[src/dac_ctrl_pkg.sv]
// Constants and types shared by the DAC serial and asynchronous control logic
package dac_ctrl_pkg;

  // ----------------------------------------------------------------
  // Frame layout
  // ----------------------------------------------------------------
  localparam int FRAME_BITS = 24;
  localparam int CMD_BITS = 8;
  localparam int DATA_BITS = 16;
  localparam int OPCODE_BITS = 4;

  typedef struct packed {
    logic [CMD_BITS-1:0] cmd;
    logic [DATA_BITS-1:0] data;
  } frame_t;

  // ----------------------------------------------------------------
  // Command opcodes (low nibble of the command byte)
  // ----------------------------------------------------------------
  localparam logic [OPCODE_BITS-1:0] CMD_NOP = 4'h0;
  localparam logic [OPCODE_BITS-1:0] CMD_WR_CTRL = 4'h1;
  localparam logic [OPCODE_BITS-1:0] CMD_RD_CTRL = 4'h2;
  localparam logic [OPCODE_BITS-1:0] CMD_LD_INPUT = 4'h3;
  localparam logic [OPCODE_BITS-1:0] CMD_LD_BOTH = 4'h4;
  localparam logic [OPCODE_BITS-1:0] CMD_LD_DAC = 4'h5;
  localparam logic [OPCODE_BITS-1:0] CMD_WR_CLEAR = 4'h6;
  localparam logic [OPCODE_BITS-1:0] CMD_RD_INPUT = 4'h7;
  localparam logic [OPCODE_BITS-1:0] CMD_RD_DAC = 4'h8;

  // ----------------------------------------------------------------
  // Control register fields and reset values
  // ----------------------------------------------------------------
  localparam int CTRL_CLEAR_INPUT_ENABLE_BIT = 0;
  localparam int CTRL_CLRZERO_BIT = 1;
  localparam int CTRL_BIPOLAR_BIT = 2;
  localparam int CTRL_OUTEN_BIT = 3;
  localparam logic [DATA_BITS-1:0] REG_RESET = 16'h0000;
  localparam logic [FRAME_BITS-1:0] SHIFT_RESET = 24'h000000;
  localparam logic [DATA_BITS-1:0] ZERO_CODE_UNI = 16'h0000;
  localparam logic [DATA_BITS-1:0] ZERO_CODE_BIP = 16'h8000;

  // ----------------------------------------------------------------
  // Synchronised pin vector
  // ----------------------------------------------------------------
  typedef struct packed {
    logic openCircuit;
    logic shortCircuit;
    logic clearInputN;
    logic loadOutputN;
    logic din;
    logic csN;
    logic sclk;
  } pins_t;

  localparam int PIN_COUNT = 7;
  // Idle levels: selects and strobes released high, status quiet
  localparam logic [PIN_COUNT-1:0] PIN_IDLE = 7'h1A;

  typedef enum logic [1:0] {
    ST_IDLE = 2'b01,
    ST_FRAME = 2'b10
  } frame_state_t;

endpackage

[src/dac_serial_and_async_control.sv]
// Serial slave port, load/clear pin handling and alarm output of the DAC
//
// Overview of operation
// - Sample data input into shift register on each serial clock rise while selected.
// - Select low enables the port; traffic is ignored while select is high.
// - Serial data output is high impedance whenever select is high.
// - Serial data output changes only at select fall and on serial clock falling edges.
// - Serial data output presents the shifted-out shift register contents.
// - Load pin low copies input register to DAC register immediately.
// - Alarm pulled low on open current output, shorted voltage output, or clear low.
// - Enabled clear forces code to clear register value or zero output code.
// - Clear register is written only over the serial port.
// - Clear pin changes the code only while the clear enable control bit is set; the alarm follows it regardless.
// - Select falling starts 24-bit frame: command byte then 16 data bits, MSB first.
// - Shift register keeps the 24 latest bits with no frame length check.
// - Select rising moves shift register into register picked by command.
// - Reset clears the control, input, DAC, clear and shift registers, returns the frame state to idle and keeps both outputs disabled.
`timescale 1ns/1ps
module dac_serial_and_async_control #(
  parameter int DATA_W = dac_ctrl_pkg::DATA_BITS
) (
  input wire logic clk,
  input wire logic srst,
  input wire logic sclk,
  input wire logic csN,
  input wire logic din,
  output logic doutO,
  output logic doutOeN,
  input wire logic loadOutputN,
  input wire logic clearInputN,
  input wire logic currentOpen,
  input wire logic voltageShort,
  output logic alarmO,
  output logic alarmOeN,
  output logic [DATA_W-1:0] dacCode,
  output logic voltageOutputEnable,
  output logic bipolarMode,
  output logic clearActive
);

  // ----------------------------------------------------------------
  // Pin synchronisation and edge detection
  // ----------------------------------------------------------------
  dac_ctrl_pkg::pins_t pinsRaw;
  dac_ctrl_pkg::pins_t pinsS;
  logic [dac_ctrl_pkg::PIN_COUNT-1:0] pinsSyncVec;

  assign pinsRaw.openCircuit = currentOpen;
  assign pinsRaw.shortCircuit = voltageShort;
  assign pinsRaw.clearInputN = clearInputN;
  assign pinsRaw.loadOutputN = loadOutputN;
  assign pinsRaw.din = din;
  assign pinsRaw.csN = csN;
  assign pinsRaw.sclk = sclk;

  // The serial clock is sampled, not used as a clock: it must stay well
  // below a quarter of clk so every level is seen by both stages.
  pin_sync #(
    .WIDTH(dac_ctrl_pkg::PIN_COUNT),
    .RESET_VAL(dac_ctrl_pkg::PIN_IDLE)
  ) u_pin_sync (
    .clk(clk),
    .srst(srst),
    .async(pinsRaw),
    .synced(pinsSyncVec)
  );

  assign pinsS = dac_ctrl_pkg::pins_t'(pinsSyncVec);

  logic sclkPrev_q;
  logic csNPrev_q;

  always_ff @(posedge clk)
  begin
    if (srst)
    begin
      sclkPrev_q <= 1'b0;
      csNPrev_q <= 1'b1;
    end
    else
    begin
      sclkPrev_q <= pinsS.sclk;
      csNPrev_q <= pinsS.csN;
    end
  end

  wire sclkRise = pinsS.sclk & ~sclkPrev_q;
  wire sclkFall = ~pinsS.sclk & sclkPrev_q;
  wire csFall = ~pinsS.csN & csNPrev_q;
  wire csRise = pinsS.csN & ~csNPrev_q;
  wire selected = ~pinsS.csN;

  // ----------------------------------------------------------------
  // Frame state
  // ----------------------------------------------------------------
  dac_ctrl_pkg::frame_state_t state_q;
  dac_ctrl_pkg::frame_state_t state_d;

  always_comb
  begin
    state_d = state_q;
    case (state_q)
      dac_ctrl_pkg::ST_IDLE:
      begin
        if (csFall)
          state_d = dac_ctrl_pkg::ST_FRAME;
      end
      dac_ctrl_pkg::ST_FRAME:
      begin
        if (csRise)
          state_d = dac_ctrl_pkg::ST_IDLE;
      end
      default:
        state_d = dac_ctrl_pkg::ST_IDLE;
    endcase
  end

  wire commit = csRise && (state_q == dac_ctrl_pkg::ST_FRAME);

  // ----------------------------------------------------------------
  // Shift register and command decode
  // ----------------------------------------------------------------
  logic [dac_ctrl_pkg::FRAME_BITS-1:0] shift_q;
  logic [dac_ctrl_pkg::FRAME_BITS-1:0] shift_d;
  dac_ctrl_pkg::frame_t frame;
  logic [dac_ctrl_pkg::OPCODE_BITS-1:0] opcode;

  assign frame = dac_ctrl_pkg::frame_t'(shift_q);
  assign opcode = frame.cmd[dac_ctrl_pkg::OPCODE_BITS-1:0];

  logic [DATA_W-1:0] ctrl_q;
  logic [DATA_W-1:0] input_q;
  logic [DATA_W-1:0] dac_q;
  logic [DATA_W-1:0] clearReg_q;

  wire opWrCtrl = commit && (opcode == dac_ctrl_pkg::CMD_WR_CTRL);
  wire opRdCtrl = commit && (opcode == dac_ctrl_pkg::CMD_RD_CTRL);
  wire opLdInput = commit && (opcode == dac_ctrl_pkg::CMD_LD_INPUT);
  wire opLdBoth = commit && (opcode == dac_ctrl_pkg::CMD_LD_BOTH);
  wire opLdDac = commit && (opcode == dac_ctrl_pkg::CMD_LD_DAC);
  wire opWrClear = commit && (opcode == dac_ctrl_pkg::CMD_WR_CLEAR);
  wire opRdInput = commit && (opcode == dac_ctrl_pkg::CMD_RD_INPUT);
  wire opRdDac = commit && (opcode == dac_ctrl_pkg::CMD_RD_DAC);
  wire opRead = opRdCtrl | opRdInput | opRdDac;

  wire [DATA_W-1:0] readData = opRdCtrl ? ctrl_q :
                               opRdInput ? input_q : dac_q;

  // Unknown opcodes and no-op leave every register untouched; the frame
  // stays in the shift register, so a chain passes it on unchanged.
  always_comb
  begin
    shift_d = shift_q;
    if (sclkRise && selected)
      shift_d = {shift_q[dac_ctrl_pkg::FRAME_BITS-2:0], pinsS.din};
    else if (opRead)
      shift_d = {frame.cmd, readData};
  end

  // ----------------------------------------------------------------
  // Internal registers
  // ----------------------------------------------------------------
  wire [DATA_W-1:0] ctrl_d = opWrCtrl ? frame.data : ctrl_q;
  wire [DATA_W-1:0] clearReg_d = opWrClear ? frame.data : clearReg_q;
  wire [DATA_W-1:0] input_d = (opLdInput | opLdBoth) ? frame.data : input_q;

  // Load pin low keeps the DAC register tracking the input register;
  // a serial load in the same cycle already sits in input_d.
  wire loadActive = ~pinsS.loadOutputN;
  wire [DATA_W-1:0] dac_d = opLdBoth ? frame.data :
                            (opLdDac | loadActive) ? input_d : dac_q;

  // ----------------------------------------------------------------
  // Register state
  // ----------------------------------------------------------------
  always_ff @(posedge clk)
  begin
    if (srst)
    begin
      state_q <= dac_ctrl_pkg::ST_IDLE;
      shift_q <= dac_ctrl_pkg::SHIFT_RESET;
    end
    else
    begin
      state_q <= state_d;
      shift_q <= shift_d;
    end
  end

  // One process per register keeps each commit path easy to follow
  always_ff @(posedge clk)
  begin
    if (srst)
      ctrl_q <= dac_ctrl_pkg::REG_RESET;
    else
      ctrl_q <= ctrl_d;
  end

  always_ff @(posedge clk)
  begin
    if (srst)
      input_q <= dac_ctrl_pkg::REG_RESET;
    else
      input_q <= input_d;
  end

  always_ff @(posedge clk)
  begin
    if (srst)
      dac_q <= dac_ctrl_pkg::REG_RESET;
    else
      dac_q <= dac_d;
  end

  always_ff @(posedge clk)
  begin
    if (srst)
      clearReg_q <= dac_ctrl_pkg::REG_RESET;
    else
      clearReg_q <= clearReg_d;
  end

  // ----------------------------------------------------------------
  // Serial data output
  // ----------------------------------------------------------------
  logic dout_q;
  logic doutOeN_q;

  // The MSB is put out at select fall and after each falling serial clock,
  // so the master samples a stable bit on the rising edge.
  wire doutLoad = csFall | (sclkFall & selected);

  always_ff @(posedge clk)
  begin
    if (srst)
    begin
      dout_q <= 1'b0;
      doutOeN_q <= 1'b1;
    end
    else
    begin
      if (doutLoad)
        dout_q <= shift_q[dac_ctrl_pkg::FRAME_BITS-1];
      doutOeN_q <= ~selected;
    end
  end

  assign doutO = dout_q;
  assign doutOeN = doutOeN_q;

  // ----------------------------------------------------------------
  // Clear handling and output code
  // ----------------------------------------------------------------
  wire clearEnable = ctrl_q[dac_ctrl_pkg::CTRL_CLEAR_INPUT_ENABLE_BIT];
  wire clearToZero = ctrl_q[dac_ctrl_pkg::CTRL_CLRZERO_BIT];
  wire bipolar = ctrl_q[dac_ctrl_pkg::CTRL_BIPOLAR_BIT];
  wire clearing = ~pinsS.clearInputN & clearEnable;

  // Zero output in bipolar voltage mode is mid-scale; in current mode code
  // zero gives 0 mA or 4 mA depending on the range chosen elsewhere.
  wire [DATA_W-1:0] zeroCode = bipolar ? dac_ctrl_pkg::ZERO_CODE_BIP :
                                         dac_ctrl_pkg::ZERO_CODE_UNI;
  wire [DATA_W-1:0] clearCode = clearToZero ? zeroCode : clearReg_q;
  wire [DATA_W-1:0] code_d = clearing ? clearCode : dac_q;

  // ----------------------------------------------------------------
  // Alarm output, open drain
  // ----------------------------------------------------------------
  wire alarmCond = pinsS.openCircuit | pinsS.shortCircuit | ~pinsS.clearInputN;

  logic [DATA_W-1:0] code_q;
  logic alarmOeN_q;
  logic clearActive_q;

  always_ff @(posedge clk)
  begin
    if (srst)
      code_q <= dac_ctrl_pkg::REG_RESET;
    else
      code_q <= code_d;
  end

  always_ff @(posedge clk)
  begin
    if (srst)
      alarmOeN_q <= 1'b1;
    else
      alarmOeN_q <= ~alarmCond;
  end

  always_ff @(posedge clk)
  begin
    if (srst)
      clearActive_q <= 1'b0;
    else
      clearActive_q <= clearing;
  end

  assign dacCode = code_q;
  assign alarmO = 1'b0;
  assign alarmOeN = alarmOeN_q;
  assign clearActive = clearActive_q;
  assign voltageOutputEnable = ctrl_q[dac_ctrl_pkg::CTRL_OUTEN_BIT];
  assign bipolarMode = bipolar;

endmodule // dac_serial_and_async_control

[src/pin_sync.sv]
// Two-stage synchroniser for a vector of asynchronous pin levels
`timescale 1ns/1ps
module pin_sync #(
  parameter int WIDTH = 1,
  parameter logic [WIDTH-1:0] RESET_VAL = '0
) (
  input wire logic clk,
  input wire logic srst,
  input wire logic [WIDTH-1:0] async,
  output logic [WIDTH-1:0] synced
);

  logic [WIDTH-1:0] stage1_q;
  logic [WIDTH-1:0] stage2_q;

  // ----------------------------------------------------------------
  // First stage feeds only the second stage
  // ----------------------------------------------------------------
  always_ff @(posedge clk)
  begin
    if (srst)
    begin
      stage1_q <= RESET_VAL;
      stage2_q <= RESET_VAL;
    end
    else
    begin
      stage1_q <= async;
      stage2_q <= stage1_q;
    end
  end

  assign synced = stage2_q;

endmodule // pin_sync

[config.mk]
export PLATFORM = sky130hd
export DESIGN_NAME = dac_serial_and_async_control
export DESIGN_NICKNAME = d
export VERILOG_FILES = /design/src/dac_ctrl_pkg.sv /design/src/dac_serial_and_async_control.sv /design/src/pin_sync.sv
export SDC_FILE = /design/constraint.sdc
export NUM_CORES = 1
export LEC_CHECK = 0
export BUFFER_PORTS_ARGS = -buffer_cell sky130_fd_sc_hd__buf_2
export CORE_ASPECT_RATIO = 1.75
export CORE_MARGIN = 5
export CORE_UTILIZATION = 40
export DETAILED_ROUTE_END_ITERATION = 8
export GPL_ROUTABILITY_DRIVEN = 0
export SYNTH_ARGS = -nofsm -noshare
export SYNTH_HDL_FRONTEND = slang
export SYNTH_SLANG_ARGS = --single-unit
[constraint.sdc]
create_clock -name clk -period 2.6 [get_ports clk]
set_input_delay 0.26 -clock clk [delete_from_list [all_inputs] [get_ports clk]]
set_output_delay 0.26 -clock clk [all_outputs]
set_load 0.005 [all_outputs]
==> flow_summary.toml <==
[status]
outcome = "completed"

[global_routing]
grt.total_usage_pct = 15.3
grt_overflow = 0
grt_pass1_vias = 3465
grt_first_pass_wirelength_um = 17200
antenna_found_initial = 0
grt_max_degree = 41

[worst_setup_path]
slowest_delay_ns = 0.50
critical_path.cell_chain = "and2_0 > o211ai_1 > buf_4 > a221o_1 > a32o_1"
critPathBufInv = 1
crit_start = "frame[16]$_SDFFE_PP0P_"
reg2reg_slack_ns = 0.53
cp_data_arrival_time_ns = 2.36
crit_cells = 5
cp_data_required_time_ns = 2.89
crit_family = "compound AO/OA/AOI/OAI gates"
critPathKind = "reg -> reg"
critical-path-slowest-cell = "dfxtp_1"
reg2reg_depth = 5
worstPathMaxFanout = 16
r2r_end = "frame[0]$_SDFFE_PP0P_"
worstSetupStartpointType = "flop"
worstSetupEndpoint = "frame[0]$_SDFFE_PP0P_"
cp-end-kind = "flop"
r2r_start = "frame[16]$_SDFFE_PP0P_"

[placement]
portBuffers = 30
placed_cell_area_sq_um = 5120
place_ws_ns = 0.521
hpwl_um = 6650

[timing]
tightest_slew_ns = 0.752
whs_ns = 0.0387
clock_skew_ns = 0.00831
final_max_slew_viol_count = 0
hold_viol_final = 0
setup_ws_ns = 0.526
layout_min_cycle_time_ns = 2.07
setup_viol = 0
max_slew_margin_pct = 49.8
clock.fmax_mhz = 482
post-route-period-util_pct = 79.8
fin_tns_setup_ns = 0
rsz0062_at_grt = "false"

[clock_tree]
root_buffer = "clkbuf_16"
cts_inserted_buffers = 17
clk_pin_slew_ns = 0.05
cts_hold_buf = 0
htree_levels = 4
tritoncts = "done"
clk_path_buf_depth = 2
clock_latency_ns = 0.40
cts_sinks = 125
post_cts_buffers = 0
cts.repair.resized = 0

[job]
max_cap_viol_count = 0

[yosys]
synth.ff_latch_count = 125
synth-edff-count = 0
syn_nets = 464
synthCells = 455
synth.distinct_cells = 44
synth.avg_cell_area_sq_um = 10.6
yosysSeqAreaShare_pct = 51.8
async_flop_share_pct = 0
ys_warn_count = 0
synth_ff_type = "dfxtp_1"
synthesis.area_sq_um = 4830

[pwr]
finalPower_uw = 4400
power_density_nw_per_um2 = 771
peakVddDrop_uv = 629
power.leakage_uw = 0.00204

[hold_path]
min_path_type = "in -> reg"
min_from = "csN"

[floorplan]
die_width_um = 93.1
rows = 53
io_pins = 32
die_area_sq_um = 14500
start_util_pct = 40.5
core_sq_um = 11900
chipHeight_um = 155

[detailed_routing]
drc_errors = 0
drt_wl_total_um = 10500
drtIter0Drc = 208
ant_nets = 0
wl_per_cell_um = 16.6
viasPerCell = 5.52
firstDrtPassIters = 6
vias = 3486

[cells_and_area]
syn2layout_area_growth_pct = 18.1
fillers = 1115
final_cell_area_sq_um = 5710
drive_gt1_share_pct = 21.1
n_antenna_cell = 0
fin_nets = 491
## worst min-delay path by stage
stage                                                    to  slack (ns)  depth (start not counted)
after floorplan           u_pin_sync.stage1_q[1]$_SDFF_PP1_        0.36                          1
after global placement      u_pin_sync.synced[3]$_SDFF_PP1_        0.39                          1
after detailed placement    u_pin_sync.synced[4]$_SDFF_PP1_        0.40                          1
after CTS                 u_pin_sync.stage1_q[4]$_SDFF_PP1_        0.02                          2
after global routing      u_pin_sync.stage1_q[3]$_SDFF_PP1_        0.03                          2
final                     u_pin_sync.stage1_q[1]$_SDFF_PP1_        0.04                          2
## logic make-up (layout without fill, tap and decap cells)
kind of cell | Yosys count | in the layout | share of synthesized area, %
xor+xnor | 1 | 1 | 0.181
simple gates | 138 | 138 | 14.5
other cells | 1 | 1 | 0.0776
mux | 49 | 49 | 10.2
flops | 125 | 125 | 51.8
compound gates | 100 | 100 | 19.1
buf+inv | 41 | 80 | 4.19
## synthesized netlist by cell type (2+ instances only)
library cell  number  area, sq um
a22o_1            32          280
mux2i_1           49          490
dfxtp_1          125         2500
a32o_1            16          160
buf_1              4         15.0
buf_6              2         22.5
nor2_1            70          263
a211oi_2          12          150
a211oi_1           7         52.6
a221o_1           16          160
nor4_4             2         42.5
nand2b_1          18          113
a21oi_1           10         50.1
clkbuf_1          21         78.8
nor2b_1           10         62.6
or2_2              8         50.1
buf_4              4         30.0
buf_2              5         25.0
nand2_1           17         63.8
inv_1              3         11.3
## power breakdown
group	internal, uW	switching, uW	total (uW)
clock network	1530	779	2310
logic	54.2	69.4	124
registers	1950	17.8	1970
## worst register-to-register path: stages (launching register included)
cell      delay (ns)
dfxtp_1         0.50
and2_0          0.49
o211ai_1        0.13
buf_4           0.22
a221o_1         0.36
a32o_1          0.25
## metrics by stage
step	cells	utilization [%]
2_1_floorplan	455	-
3_3_place_gp	600	42.9
3_5_place_dp	600	42.9
4_1_cts	631	47.8
5_1_grt	631	47.8
6_report	631	47.8
## flip-flops by register name (all words and copies together), names as in the netlist
| register | count |
|---|---|
| ctrl_q | 16 |
| doutOeN | 1 |
| clearReg_q | 16 |
| u_pin_sync.stage1_q | 7 |
| dacCode | 16 |
| u_pin_sync.synced | 7 |
| alarmOeN | 1 |
| sclkPrev_q | 1 |
| dac_q | 16 |
| input_q | 16 |
| frame | 24 |
| state_q | 2 |
| doutO | 1 |
| clearActive | 1 |
## per-layer routing
layer  wire (um)  GRT usage [%]  share of wire (%)
met5           0              0                  0
met4         318           7.13                3.0
met3         361           4.31                3.4
met2        5450           26.6                 52
met1        4370           17.0                 42
## cells in the final DEF, fill, tap and decap left out, types with 2 or more instances in the layout
master and instances:
a211oi_1 7, a211oi_2 12, a21oi_1 10, a221o_1 16, a22o_1 32, a32o_1 16, buf_2 29, buf_4 16
bufinv_16 2, clkbuf_1 3, clkbuf_16 17, clkbuf_8 5, clkinv_2 3, dfxtp_1 125, inv_1 3, mux2i_1 49
nand2_1 17, nand2b_1 18, nor2_1 70, nor2b_1 10, nor4_4 2, or2_2 8
## final cells by class
cell class,count,area (sq um),area share [%]
flip-flops and latches,125,2500,43.9
multi-input cells,289,2150,37.6
clock buffers,25,505,8.86
repair buffers,46,285,5.00
well taps,137,171,3.00
clock inverters,6,82.6,1.45
inverters,3,11.3,0.197
(Power assumes the default switching activity.)
